File: config.mk
export PLATFORM = sky130hd
export DESIGN_NAME = adc_select_update_and_start
export DESIGN_NICKNAME = d
export VERILOG_FILES = /design/src/hw/adc_ctrl_pkg.sv /design/src/hw/adc_select_update_and_start.sv
export SDC_FILE = /design/constraint.sdc
export NUM_CORES = 1
export LEC_CHECK = 0
export ABC_AREA = 0
export CORE_MARGIN = 5
export CORE_UTILIZATION = 44
export DETAILED_ROUTE_END_ITERATION = 7
export DONT_BUFFER_PORTS = 1
export GPL_TIMING_DRIVEN = 0
export REMOVE_ABC_BUFFERS = 1
export SLEW_MARGIN = 40
export SYNTH_ARGS = -nofsm -noshare
export SYNTH_HDL_FRONTEND = slang
export SYNTH_SLANG_ARGS = --single-unit
File: constraint.sdc
create_clock -name clk -period 2.15 [get_ports clk]
set_input_delay 0.1075 -clock clk [delete_from_list [all_inputs] [get_ports clk]]
set_output_delay 0.1075 -clock clk [all_outputs]
set_load 0.05 [all_outputs]
File: src/hw/adc_ctrl_pkg.sv
// Package for the converter select-update and start control block.
// Assumes one 200 MHz clock and a plain register port.
package adc_ctrl_pkg;

  // ****************************************
  // Register map
  // ****************************************
  localparam logic [3:0] OFS_SELECT = 4'h0;
  localparam logic [3:0] OFS_CTRL_A = 4'h1;
  localparam logic [3:0] OFS_CTRL_B = 4'h2;
  localparam logic [3:0] OFS_STATUS = 4'h3;
  localparam logic [7:0] SELECT_RESET = 8'h00;

  // Select register fields
  localparam int REF_POS = 6;
  localparam int CHAN_POS = 0;

  // Control A fields
  localparam int ON_POS = 7;
  localparam int GO_POS = 6;
  localparam int AUTO_POS = 5;
  localparam int DONE_POS = 4;
  localparam int IE_POS = 3;
  localparam int PS_POS = 0;

  // Control B fields
  localparam int AMP_POS = 7;
  localparam int TSEL_POS = 0;

  // Trigger source codes
  localparam logic [2:0] TRIG_FREE = 3'h0;

  // ****************************************
  // Timing
  // ****************************************
  localparam logic [4:0] NORMAL_CYCLES = 5'd13;
  localparam logic [4:0] FIRST_CYCLES = 5'd25;
  localparam logic [4:0] HOLD_FIRST = 5'h0D;
  localparam logic [4:0] HOLD_NORMAL = 5'h03;

  // Applied selection travelling to the analog front end
  typedef struct packed {
    logic [1:0] refSel;
    logic [3:0] chanSel;
  } select_type;

  typedef enum logic [2:0] {
    ST_IDLE = 3'b001,
    ST_WAIT = 3'b010,
    ST_CONV = 3'b100
  } state_type;

endpackage : adc_ctrl_pkg

File: src/hw/adc_select_update_and_start.sv
// Start control and selection buffering of a successive-approximation
// converter. Assumes synchronous inputs on clk and a plain register port.
//
// Implementation choices: the register offsets and strobed register access.
`timescale 1ns/10ps
`default_nettype none
module adc_select_update_and_start
  import adc_ctrl_pkg::*;
(
  // Clock and reset
  input wire logic clk,
  input wire logic arstN,
  // Register port
  input wire logic [3:0] regAddr,
  input wire logic [7:0] regWrData,
  input wire logic regWrite,
  input wire logic regRead,
  output logic [7:0] regRdData,
  // Events from the system
  input wire logic [7:0] trigSources,
  input wire logic ampTrigger,
  input wire logic ampChannel,
  input wire logic sleepIdleNoise,
  // Analog front end and CPU
  output select_type appliedSel,
  output logic convBusy,
  output logic sampleHold,
  output logic convEnd,
  output logic irqReq
);

  // ****************************************
  // Registers
  // ****************************************
  logic [7:0] select_q;
  logic convOn_q, go_q, auto_q, done_q, ie_q;
  logic [2:0] ps_q;
  logic ampReq_q;
  logic [2:0] tsel_q;
  logic firstPending_q;
  logic [6:0] pre_q;
  logic trigPrev_q;
  logic sleepPrev_q;
  logic ampConv_q;
  logic [4:0] cyc_q;
  logic [4:0] len_q;
  state_type state_q;
  logic [7:0] rd_d;

  // Prescaled converter clock tick
  logic tick;
  logic trigLevel, trigEdge, sleepStart;
  logic lastCycle, finish;
  logic freeRun;
  logic wrSel, wrA, wrB;

  assign wrSel = regWrite && regAddr == OFS_SELECT;
  assign wrA = regWrite && regAddr == OFS_CTRL_A;
  assign wrB = regWrite && regAddr == OFS_CTRL_B;

  function automatic logic prescale_tick(input logic [6:0] cnt,
                                         input logic [2:0] ps);
    logic [6:0] mask;
    mask = 7'h7F >> (3'd7 - ps);
    prescale_tick = ps == 3'd0 ? 1'b1 : (cnt & mask) == mask;
  endfunction

  assign tick = prescale_tick(pre_q, ps_q);
  assign trigLevel = tsel_q == TRIG_FREE ? done_q : trigSources[tsel_q];
  // Free running restarts in the state machine, not on the done edge
  assign trigEdge = auto_q && convOn_q && tsel_q != TRIG_FREE
    && trigLevel && !trigPrev_q;
  // Amplified conversions never chain on their own
  assign freeRun = auto_q && tsel_q == TRIG_FREE && !ampConv_q;
  assign sleepStart = sleepIdleNoise && !sleepPrev_q && !auto_q
    && convOn_q && state_q == ST_IDLE && ie_q;
  assign lastCycle = state_q == ST_CONV && cyc_q == len_q - 5'd1;
  assign finish = lastCycle && tick;

  // ****************************************
  // Selection buffering
  // ****************************************
  always_ff @(posedge clk or negedge arstN) begin
    if (!arstN) begin
      select_q <= SELECT_RESET;
    end else if (wrSel) begin
      select_q <= regWrData;
    end
  end

  always_ff @(posedge clk or negedge arstN) begin
    if (!arstN) begin
      appliedSel <= '0;
    end else if (state_q != ST_CONV || lastCycle) begin
      appliedSel.refSel <= select_q[REF_POS +: 2];
      appliedSel.chanSel <= select_q[CHAN_POS +: 4];
    end
  end

  // ****************************************
  // Control registers
  // ****************************************
  always_ff @(posedge clk or negedge arstN) begin
    if (!arstN) begin
      convOn_q <= 1'b0;
      auto_q <= 1'b0;
      ie_q <= 1'b0;
      ps_q <= 3'h0;
      tsel_q <= 3'h0;
    end else begin
      if (wrA) begin
        convOn_q <= regWrData[ON_POS];
        auto_q <= regWrData[AUTO_POS];
        ie_q <= regWrData[IE_POS];
        ps_q <= regWrData[PS_POS +: 3];
      end
      if (wrB) begin
        tsel_q <= regWrData[TSEL_POS +: 3];
      end
    end
  end

  // Amplified start request, consumed by the amplifier event
  always_ff @(posedge clk or negedge arstN) begin
    if (!arstN) begin
      ampReq_q <= 1'b0;
    end else if (ampReq_q && ampTrigger && convOn_q) begin
      ampReq_q <= 1'b0;
    end else if (wrB) begin
      ampReq_q <= regWrData[AMP_POS];
    end
  end

  // Done flag: set wins over a write-one clear
  always_ff @(posedge clk or negedge arstN) begin
    if (!arstN) begin
      done_q <= 1'b0;
    end else if (finish) begin
      done_q <= 1'b1;
    end else if (wrA && regWrData[DONE_POS]) begin
      done_q <= 1'b0;
    end
  end

  // ****************************************
  // Start bit and state machine
  // ****************************************
  always_ff @(posedge clk or negedge arstN) begin
    if (!arstN) begin
      go_q <= 1'b0;
    end else if (!convOn_q) begin
      go_q <= 1'b0;
    end else if (wrA && regWrData[GO_POS]) begin
      go_q <= 1'b1;
    end else if (ampReq_q && ampTrigger) begin
      go_q <= 1'b1;
    end else if (sleepStart) begin
      go_q <= 1'b1;
    // Free running keeps the start bit high between conversions
    end else if (finish && !freeRun) begin
      go_q <= 1'b0;
    end
  end

  always_ff @(posedge clk or negedge arstN) begin
    if (!arstN) begin
      trigPrev_q <= 1'b0;
      sleepPrev_q <= 1'b0;
    end else begin
      trigPrev_q <= trigLevel;
      sleepPrev_q <= sleepIdleNoise;
    end
  end

  // Prescaler runs while enabled, reset by a trigger edge while idle
  always_ff @(posedge clk or negedge arstN) begin
    if (!arstN) begin
      pre_q <= 7'h00;
    end else if (!convOn_q || (trigEdge && state_q == ST_IDLE)) begin
      pre_q <= 7'h00;
    end else begin
      pre_q <= pre_q + 7'd1;
    end
  end

  always_ff @(posedge clk or negedge arstN) begin
    if (!arstN) begin
      firstPending_q <= 1'b1;
    end else if (!convOn_q) begin
      firstPending_q <= 1'b1;
    end else if (state_q == ST_WAIT && tick) begin
      firstPending_q <= 1'b0;
    end
  end

  always_ff @(posedge clk or negedge arstN) begin
    if (!arstN) begin
      state_q <= ST_IDLE;
      cyc_q <= 5'd0;
      len_q <= NORMAL_CYCLES;
      ampConv_q <= 1'b0;
    end else if (!convOn_q) begin
      state_q <= ST_IDLE;
      cyc_q <= 5'd0;
    end else begin
      case (state_q)
        ST_IDLE: begin
          if (trigEdge || go_q || (ampReq_q && ampTrigger)) begin
            state_q <= ST_WAIT;
          end
        end
        ST_WAIT: begin
          if (tick) begin
            state_q <= ST_CONV;
            cyc_q <= 5'd0;
            len_q <= firstPending_q ? FIRST_CYCLES : NORMAL_CYCLES;
            ampConv_q <= ampChannel;
          end
        end
        ST_CONV: begin
          if (tick) begin
            if (finish) begin
              cyc_q <= 5'd0;
              if (freeRun) begin
                state_q <= ST_CONV;
                len_q <= NORMAL_CYCLES;
                ampConv_q <= ampChannel;
              end else begin
                state_q <= ST_IDLE;
              end
            end else begin
              cyc_q <= cyc_q + 5'd1;
            end
          end
        end
        default: state_q <= ST_IDLE;
      endcase
    end
  end

  // ****************************************
  // Outputs
  // ****************************************
  always_ff @(posedge clk or negedge arstN) begin
    if (!arstN) begin
      convBusy <= 1'b0;
      sampleHold <= 1'b0;
      convEnd <= 1'b0;
      irqReq <= 1'b0;
    end else begin
      convBusy <= state_q == ST_CONV;
      // Hold point keyed to the running length; the first-pending mark
      // is already gone once the conversion runs
      sampleHold <= state_q == ST_CONV && tick
        && cyc_q == (len_q == FIRST_CYCLES ? HOLD_FIRST : HOLD_NORMAL);
      convEnd <= finish;
      irqReq <= (done_q || finish) && ie_q;
    end
  end

  // Read data: select register returns the temporary copy
  always_comb begin
    rd_d = 8'h00;
    if (regAddr == OFS_SELECT) begin
      rd_d = select_q;
    end else if (regAddr == OFS_CTRL_A) begin
      rd_d = {convOn_q, go_q || state_q != ST_IDLE, auto_q, done_q,
              ie_q, ps_q};
    end else if (regAddr == OFS_CTRL_B) begin
      rd_d = {ampReq_q, 4'h0, tsel_q};
    end else if (regAddr == OFS_STATUS) begin
      rd_d = {5'h00, state_q};
    end
  end

  always_ff @(posedge clk or negedge arstN) begin
    if (!arstN) begin
      regRdData <= 8'h00;
    end else begin
      regRdData <= regRead ? rd_d : 8'h00;
    end
  end

endmodule // adc_select_update_and_start
`default_nettype wire

Word level (Yosys, flattened, before mapping)
Index checks and enable logic that the tools add are counted.
{"block": "word_totals", "rom_bits": 0, "ramBits": 0, "latchBits": 0, "mem_count": 0, "inputBits": 27, "register_bits": 62}
{"block": "classes", "n_div": 0, "n_reduce_logical": 48, "n_eq_ne": 23, "bitwise_logic": 1, "n_mux": 45, "shifts": 1, "n_addsub": 4, "n_lt_le_gt_ge": 1, "mul": 0}
{"op": "two-way mux 5 bit", "n": 9}
{"op": "two-way mux 8 bit", "n": 4}
{"op": "logical AND 1 bit", "n": 26}
{"op": "two-way mux 3 bit", "n": 7}
{"op": "one-hot mux 5 bit (2 select lines)", "n": 2}
{"op": "two-way mux 1 bit", "n": 18}
{"op": "inequality test 3 bit, second input constant", "n": 4}
{"op": "one-hot mux 3 bit (3 select lines)", "n": 1}
{"op": "equality test 4 x 2 -> 1 bit, second input constant", "n": 2}
{"op": "inequality test 2 bit, second input constant", "n": 4}
{"op": "adder 7 x 1 -> 7 bit, second input constant", "n": 1}
{"op": "AND 7 bit", "n": 1}
{"op": "equality test 7 bit", "n": 1}
{"op": "two-way mux 7 bit", "n": 1}
{"op": ">> shifter 7 x 3 -> 7 bit, first input constant", "n": 1}
{"op": "zero test 1 bit", "n": 6}
{"op": "zero test 3 bit", "n": 2}
{"op": "logical OR 1 bit", "n": 6}
{"op": "inequality test 3 x 1 -> 1 bit, second input constant", "n": 2}
{"op": "AND reduction 6 bit", "n": 1}
{"op": "nonzero test 2 bit", "n": 3}
{"op": "adder 5 x 1 -> 5 bit, second input constant", "n": 1}
{"op": "equality test 5 x 4 -> 1 bit", "n": 1}
{"op": "equality test 5 bit", "n": 1}
{"op": "18 further kinds", "n": 18}

Depth between registers and ports, before layout
Gate-level depths: netlist of run 1.
{"block": "depth", "depth_word": 12, "mapped_depth": 7, "mapped_depth_nobuf": 7}

Worst setup path before layout of run 1
Ideal clock, no wire load.
{"block": "synth_path", "path_type": "register to register", "start": "register tsel_q[0]", "end": "register state_q[1]", "path_stages_with_launch": 6, "synth_period_minus_slack_ns": 1.838, "slack_ns": 0.312, "arrival_ns": 1.699, "setup_ns": 0.139, "n_path_buf": 0, "path_cell_list": "dfrtp_1 mux4_2 nor2b_4 nor3_2 a2111oi_2 o22ai_1"}
{"block": "synth_via", "elab_chain_cells": 9}
{"item": "start: declaration", "line_no": "adc_select_update_and_start.sv:39", "rtl": "logic [2:0] tsel_q;"}
{"item": "start signal: assignment", "line_no": "adc_select_update_and_start.sv:118", "rtl": "tsel_q <= regWrData[TSEL_POS +: 3];"}
{"item": "binary-select mux 1 bit (select 3 bit)", "line_no": "adc_select_update_and_start.sv:69", "rtl": "assign trigLevel = tsel_q == TRIG_FREE ? done_q : trigSources[tsel_q];"}
{"item": "two-way mux 1 bit (not written as such)", "line_no": "adc_select_update_and_start.sv:69"}
{"item": "two-way mux 1 bit", "line_no": "adc_select_update_and_start.sv:69"}
{"item": "logical AND 1 bit (*) (2 in a row)", "line_no": "adc_select_update_and_start.sv:72", "rtl": "&& trigLevel && !trigPrev_q;"}
{"item": "logical OR 1 bit (*) (2 in a row)", "line_no": "adc_select_update_and_start.sv:208", "rtl": "if (trigEdge || go_q || (ampReq_q && ampTrigger)) begin"}
{"item": "inequality test 3 x 2 -> 1 bit (no line) (*)"}
{"item": "AND reduction 4 bit (no line) (*)"}
{"item": "end signal: assignment", "line_no": "adc_select_update_and_start.sv:203", "rtl": "state_q <= ST_IDLE;"}
{"item": "end signal: assignment", "line_no": "adc_select_update_and_start.sv:209", "rtl": "state_q <= ST_WAIT;"}
{"item": "end signal: assignment", "line_no": "adc_select_update_and_start.sv:214", "rtl": "state_q <= ST_CONV;"}
{"item": "end: declaration", "line_no": "adc_select_update_and_start.sv:47", "rtl": "state_type state_q;"}
Every way passes the cells marked *; elsewhere a longest branch is shown, timed or not. The select of a mux whose other input is x is not followed.
A chain may end at the register's enable or synchronous reset.

Worst setup path in the final report of run 1
Same ends and word-level chain as after synthesis.

==> impl_metrics.toml, run 1 <==
[clocking]
htreeDepth = 3
ctsRootBufferMaster = "clkbuf_8"
clock_sink_count = 59
path_clk_slew_ns = 0.07
clk-insertion-delay-late_ns = 0.34
cts-root-to-sink-buffers = 2
cts-buffers-inserted = 9
cts_tree = "done"

[sta]
setup_tns_ns = 0
timing.final.crit_period_ns = 1.99
tightestPinTransition_ns = 0.595
fmax_ghz = 0.502
timing.final.max_slew_violations = 0
grt_setup_unrepaired = "no"
finalClockSkew_ns = 0.00945
post-route-period-util_pct = 92.7
final.hold.worst_slack_ns = 0.00986
worst_slew_margin_rel_pct = 60.1
final-hold-violation-count = 0
setup_viol_count_final = 0

[global_routing]
first_global_vias = 2062
grt_start_max_net_pins = 60
combined_global_route_utilization_of_all_metal_layers_pct = 16.2
grt_overflow_total = 0
antenna_found_initial = 0
grt_first_pass_wirelength_mm = 10.5

[detailed_routing]
viasPerCell = 5.65
drt_wirelength_mm = 6.09
count_of_routing_violations_after_the_opening_detailed_route_iteration = 77
vias = 2024
routedLengthMet1_mm = 2.93
wl_per_cell_um = 17.0
antenna_violating_nets_post_route = 0
drt_pre_antenna_iters = 4
route.top_layer_used = "met4"
drc_errors = 0
dr_wl_met3_um = 322
wl_met2_mm = 2.75

[synthesis]
synth_largest_type_area_fraction_pct = 48.2
synth_area_um2 = 2910
synth_ff_type = "dfrtp_1"
synth-edff-count = 0
ys_seq_elements = 59
synthDominantAreaCellType = "dfrtp_1"
synthCells = 253
synth_seq_area_share_pct = 50.9
cells_taking_the_most_area_after_synthesis = "dfrtp_1, mux2_2, nand2_1"
synthDistinctLibCells = 56
ys_warn_count = 0
synthesis.area_per_instance_um2 = 11.5
synth-async-reset-ratio_pct = 100

[power_and_ir_drop]
switching_share_pct = 33.0
p_int_mw = 2.40
largest_vdd_supply_drop_mv = 0.596
power.sequential.fraction_pct = 47.5
power_leakage_nw = 1.44
share_comb_of_total_power_pct = 20.3
power_density_cells_nw_per_um2 = 1050
p_clk_share_pct = 32.2
netSwitchingPower_mw = 1.18

[hold_path]
worstHoldPathType = "input port to register"

[setup_path]
cp_max_fo = 7
endpoint_kind = "register"
cp_slowest_cell = "mux4_2"
cpPeakStageDelay_ns = 0.58
critPathRequiredTime_ns = 2.36
crit_arrival_ns = 2.20
crit_type = "register to register"
start_kind = "register"
path_cells = "mux4_2, nor2b_4, nor3_2, a2111oi_2, o22ai_1"

[floorplanning]
fp.coreArea_um2 = 6390
pin_count = 45
dieArea_um2 = 8340
die_h_um = 91.3
initial_utilization_pct = 45.6
std_cell_rows = 29
chipWidth_um = 91.3

[finish]
total_inserted_antenna_cells = 0
nets = 306
flow.area_growth_from_synthesis_pct = 17.4
drive_gt1_share_pct = 21.7

[outcome]
status = "finished clean"

[place]
place.port_buffers = 0
gp_routability_congestion = 0.798
dp_hpwl_mm = 4.25

[run]
maxCapViolCount = 0
## worst paths after layout
kind	from	endpoint	slack (ns)	cells after the start
setup / recovery	tsel_q[0]	state_q[1]	0.16	5
max in group asynchronous	arstN	len_q[2]	1.56	2
hold / removal	regAddr[2]	regRdData[6]	0.01	3
min in group asynchronous	arstN	appliedSel[0]	0.29	2
hold reg to reg	firstPending_q	firstPending_q	0.48	2
setup reg to reg	tsel_q[0]	state_q[1]	0.16	5
## cells in the mapped netlist, drive strengths merged, types with 5 or more instances
| library cell | number |
|---|---|
| nand2 | 25 |
| nand4 | 6 |
| nor2b | 8 |
| nand3 | 8 |
| nor3 | 10 |
| mux2i | 6 |
| dfrtp | 56 |
| nor2 | 19 |
| mux2 | 25 |
| clkbuf | 5 |
| o21ai | 12 |
| xor2 | 6 |
| nand2b | 7 |
| inv | 8 |
## power groups by stage
stage               Clock (mW)  Combinational (mW)  Sequential [mW]
floorplan                    0               0.566             1.64
global placement             0               0.643             1.72
detailed placement           0               0.652             1.72
CTS                       1.17               0.724             1.70
global route              1.24               0.813             1.73
finish                    1.15               0.727             1.70
## registers in the layout, indices dropped and copies added, names as in the netlist
signal,cells
pre_q,7
firstPending_q,1
ampReq_q,1
go_q,1
state_q,3
ie_q,1
len_q,2
sampleHold,1
select_q,8
appliedSel,6
ps_q,3
tsel_q,3
regRdData,8
sleepPrev_q,1
cyc_q,5
convOn_q,1
convBusy,1
ampConv_q,1
irqReq,1
auto_q,1
trigPrev_q,1
done_q,1
convEnd,1
## layout by cell type, fill, tap and decap left out, types with 2 or more instances in the layout
master / instances
o311ai_2: 2
mux2_2: 21
o31ai_1: 2
a22oi_1: 3
o21ai_0: 9
xor2_1: 6
nor2_1: 19
nor3_1: 7
o22ai_1: 2
dfrtp_1: 56
bufinv_16: 2
dfstp_2: 3
nor2b_1: 6
mux2i_1: 6
clkbuf_8: 11
o21ai_1: 2
nand2_1: 25
nand4_1: 5
nor2b_4: 2
nand2b_1: 7
inv_1: 8
and2_1: 3
dlygate4sd3_1: 17
mux2_1: 4
a21o_1: 2
ha_1: 3
a31oi_1: 3
nand3_1: 7
nor3_2: 2
a21oi_1: 3
## cell families after synthesis
logic type / after synthesis / share of synthesized area (%)
AOI/OAI and AO/OA: 43 / 13.3
xor gates and xnor gates: 7 / 2.11
adders and majority gates: 3 / 1.29
buffers and inverters: 15 / 2.02
DFF: 59 / 50.9
muxes: 32 / 12.5
and+or+nand+nor: 94 / 17.9
## per-layer routing
| layer | global-route usage (%) | vias to the layer above |
|---|---|---|
| met3 | 5.70 | 7 |
| met4 | 5.87 | 0 |
| met1 | 23.0 | 1007 |
| li1 | - | 964 |
| met5 | 0 | - |
| met2 | 22.7 | 46 |
## worst max-delay path, delay by kind of cell, from the launching register on
family,cells,cell delay (ns)
AO/OA/AOI/OAI,2,0.50
flip-flops,1,0.53
multiplexers,1,0.58
AND/OR/NAND/NOR,2,0.26
## layout make-up
cell class                 count  area, um2
multi-input combinational    179       1380
clock inverter                 4       72.6
inverter                       8       30.0
tap                           77       96.3
sequential                    59       1480
timing repair buffer          19        205
clock buffer                  12        155
fill                         581       2970
## repair_timing
action,in CTS,in global routing
gates resized for setup,0,1
hold buffers,18,0
hold endpoints to repair,92,0
buffers inserted,0,1
setup endpoints to repair,0,2
## stage by stage
stage,total power [mW],setup slack [ns],instances,util [%],cell area (um2)
5_1_grt,3.79,0.0413,358,53.5,3420
2_1_floorplan,2.21,0.312,246,-,2880
3_3_place_gp,2.36,0.101,323,46.6,2980
3_5_place_dp,2.37,0.107,323,46.6,2980
6_report,3.57,0.157,358,53.5,3420
4_1_cts,3.59,0.0832,357,53.3,3400
Note: power is estimated with default switching activity, not from simulation.
==> run 2: changes to the inputs <==
GPL_TIMING_DRIVEN = 1   (was 0)
==> impl_metrics.toml, run 2 (synthesized netlist as in run 1, its figures left out) <==
[power_and_ir_drop]
power_leakage_nw = 1.45
largest_vdd_supply_drop_mv = 0.553
p_int_mw = 2.13
power_density_cells_nw_per_um2 = 978
power.sequential.fraction_pct = 49.8
p_clk_share_pct = 26.7
netSwitchingPower_mw = 1.23
switching_share_pct = 36.6
share_comb_of_total_power_pct = 23.5

[setup_path]
crit_arrival_ns = 2.20
critPathRequiredTime_ns = 2.37
start_kind = "register"
path_cells = "inv_1, ha_1, nand2_1, nor3_4, a31oi_1, a211oi_2, buf_4, mux2_1"
cp_max_fo = 5
cpPeakStageDelay_ns = 0.43
crit_type = "register to register"
cp_slowest_cell = "dfrtp_1"
endpoint_kind = "register"

[clocking]
htreeDepth = 3
cts-root-to-sink-buffers = 2
clock_sink_count = 59
cts-buffers-inserted = 9
ctsRootBufferMaster = "clkbuf_8"
clk-insertion-delay-late_ns = 0.35
cts_tree = "done"
path_clk_slew_ns = 0.07

[hold_path]
worstHoldPathType = "input port to register"

[place]
dp_hpwl_mm = 4.42
gp_routability_congestion = 0.799
dp_worst_setup_slack_ns = 0.151
dpl-instance-area_um2 = 3050
place.port_buffers = 0

[sta]
timing.final.crit_period_ns = 1.98
grt_setup_unrepaired = "no"
fmax_ghz = 0.506
post-route-period-util_pct = 92.0
finalClockSkew_ns = 0.00844
final.hold.worst_slack_ns = 0.0759
timing.final.ws_setup_ns = 0.173
timing.final.max_slew_violations = 0
setup_tns_ns = 0
setup_viol_count_final = 0
worst_slew_margin_rel_pct = 66.2
final-hold-violation-count = 0
tightestPinTransition_ns = 0.500

[finish]
flow.area_growth_from_synthesis_pct = 18.0
layout_common_cells = "dfrtp_1, nand2_1, mux2_2"
drive_gt1_share_pct = 24.5
multi_input_area_um2 = 1380
nets = 315
total_inserted_antenna_cells = 0
final_area_um2 = 3430
final_core_utilization_pct = 53.8
nFillCells = 555
final_common_cell = "dfrtp_1"
regArea_um2 = 1480
largest_registers = "regRdData x8, select_q x8, pre_q x7"

[floorplanning]
chipWidth_um = 91.3
dieArea_um2 = 8340
die_h_um = 91.3
initial_utilization_pct = 45.6
fp.coreArea_um2 = 6390
pin_count = 45
std_cell_rows = 29

[run]
maxCapViolCount = 0

[detailed_routing]
vias = 2068
wl_per_cell_um = 16.9
antenna_violating_nets_post_route = 0
viasPerCell = 5.63
drc_errors = 0
drt_wirelength_mm = 6.22
count_of_routing_violations_after_the_opening_detailed_route_iteration = 100
drt_pre_antenna_iters = 4

[global_routing]
grt_overflow_total = 0
grt_first_pass_wirelength_mm = 10.6
antenna_found_initial = 0
grt_start_max_net_pins = 60
first_global_vias = 2121
combined_global_route_utilization_of_all_metal_layers_pct = 16.2

[outcome]
status = "finished clean"
## run 2: changes by cell type in the layout (fill, tap and decap cells not counted)
| cell | change |
|---|---|
| bufinv_16 | -2 |
| clkbuf_1 | -1 |
| inv_6 | +2 |
| clkinvlp_4 | +3 |
| buf_4 | +9 |
| clkbuf_8 | -2 |
## run 2: timing repair
action,in CTS,in global routing
hold buffers,18,0
gates resized for setup,0,1
setup endpoints to repair,0,3
setup buffers,0,1
endpoints found under the hold margin,92,0
## run 2: worst max-delay path: cells and delay by family, from the launching register on
| kind | cells | cell delay (ns) |
|---|---|---|
| flip-flops | 1 | 0.43 |
| AND/OR/NAND/NOR | 2 | 0.37 |
| AO/OA/AOI/OAI | 2 | 0.35 |
| multiplexers | 1 | 0.31 |
| buffers and inverters | 2 | 0.25 |
| adder cells (fa/ha/maj) | 1 | 0.15 |
## run 2: per-stage QoR
step           instances  power [mW]
6_report             367        3.36
5_1_grt              367        3.58
4_1_cts              366        3.39
3_5_place_dp         332        2.41
3_3_place_gp         332        2.40
2_1_floorplan        246        2.21
## run 2: final cells by class
class / count / area share [%]
clock buffer: 9 / 3.61
clock inverter: 7 / 1.53
inverter: 8 / 0.875
multi-input combinational: 179 / 40.1
sequential: 59 / 43.1
tap: 77 / 2.81
timing repair buffer: 28 / 7.94
## run 2: power by group through the flow
stage	clock (mW)	combinational (mW)	sequential, mW
4_1_cts	0.929	0.785	1.67
3_5_place_dp	0	0.713	1.70
6_report	0.897	0.790	1.67
2_1_floorplan	0	0.566	1.64
3_3_place_gp	0	0.704	1.69
5_1_grt	0.987	0.877	1.71
## run 2: path summary, 6_finish.rpt
path | start | end | slack (ns) | depth (start not counted)
worst max-delay path | cyc_q[0] | ampConv_q | 0.17 | 8
worst min-delay path | regAddr[2] | regRdData[7] | 0.08 | 3
worst max register to register | cyc_q[0] | ampConv_q | 0.17 | 8
worst min register to register | firstPending_q | firstPending_q | 0.48 | 2
max in group asynchronous | arstN | firstPending_q | 1.56 | 2
min in group asynchronous | arstN | appliedSel[0] | 0.29 | 2
## run 2: routing by layer
metal | part of all wire [%] | track usage [%] | wire (um) | vias up
met4 | 0.88 | 5.99 | 55 | 0
met2 | 46 | 23.9 | 2880 | 59
met5 | 0 | 0 | 0 | -
met1 | 47 | 22.0 | 2900 | 1015
met3 | 6.2 | 5.79 | 388 | 6
li1 | - | - | - | 988
==> run 3: changes to the inputs <==
CORE_UTILIZATION = 60   (was 44)
PLACE_DENSITY = 0.76   (was unset)
clock period = 1.9 ns   (was 2.15 ns; I/O delays follow)
==> impl_metrics.toml, run 3 (synthesized netlist as in run 1, its figures left out) <==
[global_routing]
grt_first_pass_wirelength_mm = 10.8
grt_overflow_total = 0
grt_start_max_net_pins = 60
combined_global_route_utilization_of_all_metal_layers_pct = 22.5
antenna_found_initial = 0
first_global_vias = 2199

[finish]
final_area_um2 = 3480
largest_registers = "regRdData x8, select_q x8, pre_q x7"
final_core_utilization_pct = 73.7
nets = 324
final_common_cell = "dfrtp_1"
drive_gt1_share_pct = 27.8
flow.area_growth_from_synthesis_pct = 19.6
layout_common_cells = "dfrtp_1, nand2_1, mux2_2"
total_inserted_antenna_cells = 0
nFillCells = 303

[floorplanning]
chipWidth_um = 79.6
die_h_um = 79.6
pin_count = 45
fp.coreArea_um2 = 4720
dieArea_um2 = 6340
std_cell_rows = 25
initial_utilization_pct = 61.6

[clocking]
htreeDepth = 3
path_clk_slew_ns = 0.07
ctsRootBufferMaster = "clkbuf_8"
cts-root-to-sink-buffers = 2
cts-buffers-inserted = 9
cts_tree = "done"
clock_sink_count = 59
clk-insertion-delay-late_ns = 0.34

[setup_path]
cp_slowest_cell = "or4_4"
endpoint_kind = "register"
crit_type = "register to register"
cp_max_fo = 6
cpPeakStageDelay_ns = 0.54
critPathRequiredTime_ns = 2.14
start_kind = "register"
crit_arrival_ns = 2.11
path_cells = "a2bb2oi_2, o221ai_4, nand3_4, or4_4, o311ai_2"

[place]
gp_routability_congestion = 0.863
place.port_buffers = 0
dp_hpwl_mm = 4.31
dpl-instance-area_um2 = 3110

[sta]
timing.final.crit_period_ns = 1.87
final-hold-violation-count = 0
post-route-period-util_pct = 98.3
setup_viol_count_final = 0
tightestPinTransition_ns = 0.486
final.hold.worst_slack_ns = 0.0649
grt_setup_unrepaired = "yes"
worst_slew_margin_rel_pct = 67.6
timing.final.max_slew_violations = 0
fmax_ghz = 0.535
finalClockSkew_ns = 0.00772

[outcome]
status = "finished clean"

[detailed_routing]
wl_per_cell_um = 17.0
count_of_routing_violations_after_the_opening_detailed_route_iteration = 113
antenna_violating_nets_post_route = 0
vias = 2122
drc_errors = 0
drt_wirelength_mm = 6.23
viasPerCell = 5.80
drt_pre_antenna_iters = 4

[power_and_ir_drop]
power_density_cells_nw_per_um2 = 1100
total_power_mw = 3.82
power_leakage_nw = 1.50
largest_vdd_supply_drop_mv = 0.792

[hold_path]
worstHoldPathType = "input port to register"

[run]
maxCapViolCount = 0
-- run 3: worst paths after layout --
path                            slack (ns)  depth (start not counted)             end           start
worst max-delay path                  0.03                          5        cyc_q[3]         ps_q[1]
worst min-delay path                  0.06                          3    regRdData[0]      regAddr[2]
worst max register to register        0.03                          5        cyc_q[3]         ps_q[1]
worst min register to register        0.48                          2  firstPending_q  firstPending_q
max in group asynchronous             1.32                          2        len_q[2]           arstN
min in group asynchronous             0.29                          2   appliedSel[3]           arstN
-- run 3: final cells by class --
type                            count  area [um2]  share of cell area (%)
Tap cell                           67        83.8                    2.41
Multi-Input combinational cell    179        1390                    39.8
Inverter                            8        30.0                   0.862
Sequential cell                    59        1480                    42.6
Clock inverter                      5        30.0                   0.862
Clock buffer                       11         131                    3.77
Timing Repair Buffer               37         338                    9.70
-- run 3: worst max-delay path, delay by kind of cell (launching register included) --
family	cells	cell delay, ns
simple gates	2	0.67
compound gates	3	0.65
flops	1	0.45
-- run 3: routing by layer --
| layer | part of all wire, % | global-route usage (%) | wire (um) |
|---|---|---|---|
| met5 | 0 | 0 | 0 |
| met1 | 45 | 29.7 | 2830 |
| met2 | 48 | 34.6 | 3000 |
| met3 | 4.5 | 6.88 | 282 |
| met4 | 1.8 | 9.11 | 110 |
-- run 3: power by group --
part | internal, mW | switching (mW)
Sequential | 1.50 | 0.390
Clock | 0.465 | 0.473
Combinational | 0.504 | 0.494
-- run 3: repair_timing --
action                                 in CTS  in global routing
gates resized for setup                     1                  4
pin swaps                                   0                  3
setup buffers                               0                  1
endpoints found under the hold margin      91                  0
setup endpoints to repair                   1                  7
hold buffers                               17                  0
-- run 3: metrics by stage --
stage | setup TNS, ns | instances | setup slack [ns]
final | 0 | 366 | 0.0324
after detailed placement | 0 | 332 | 0.0160
after global placement | 0 | 332 | 0.0550
after floorplan | 0 | 246 | 0.0620
after CTS | 0 | 365 | 0.0143
after global routing | -0.105 | 366 | -0.0463
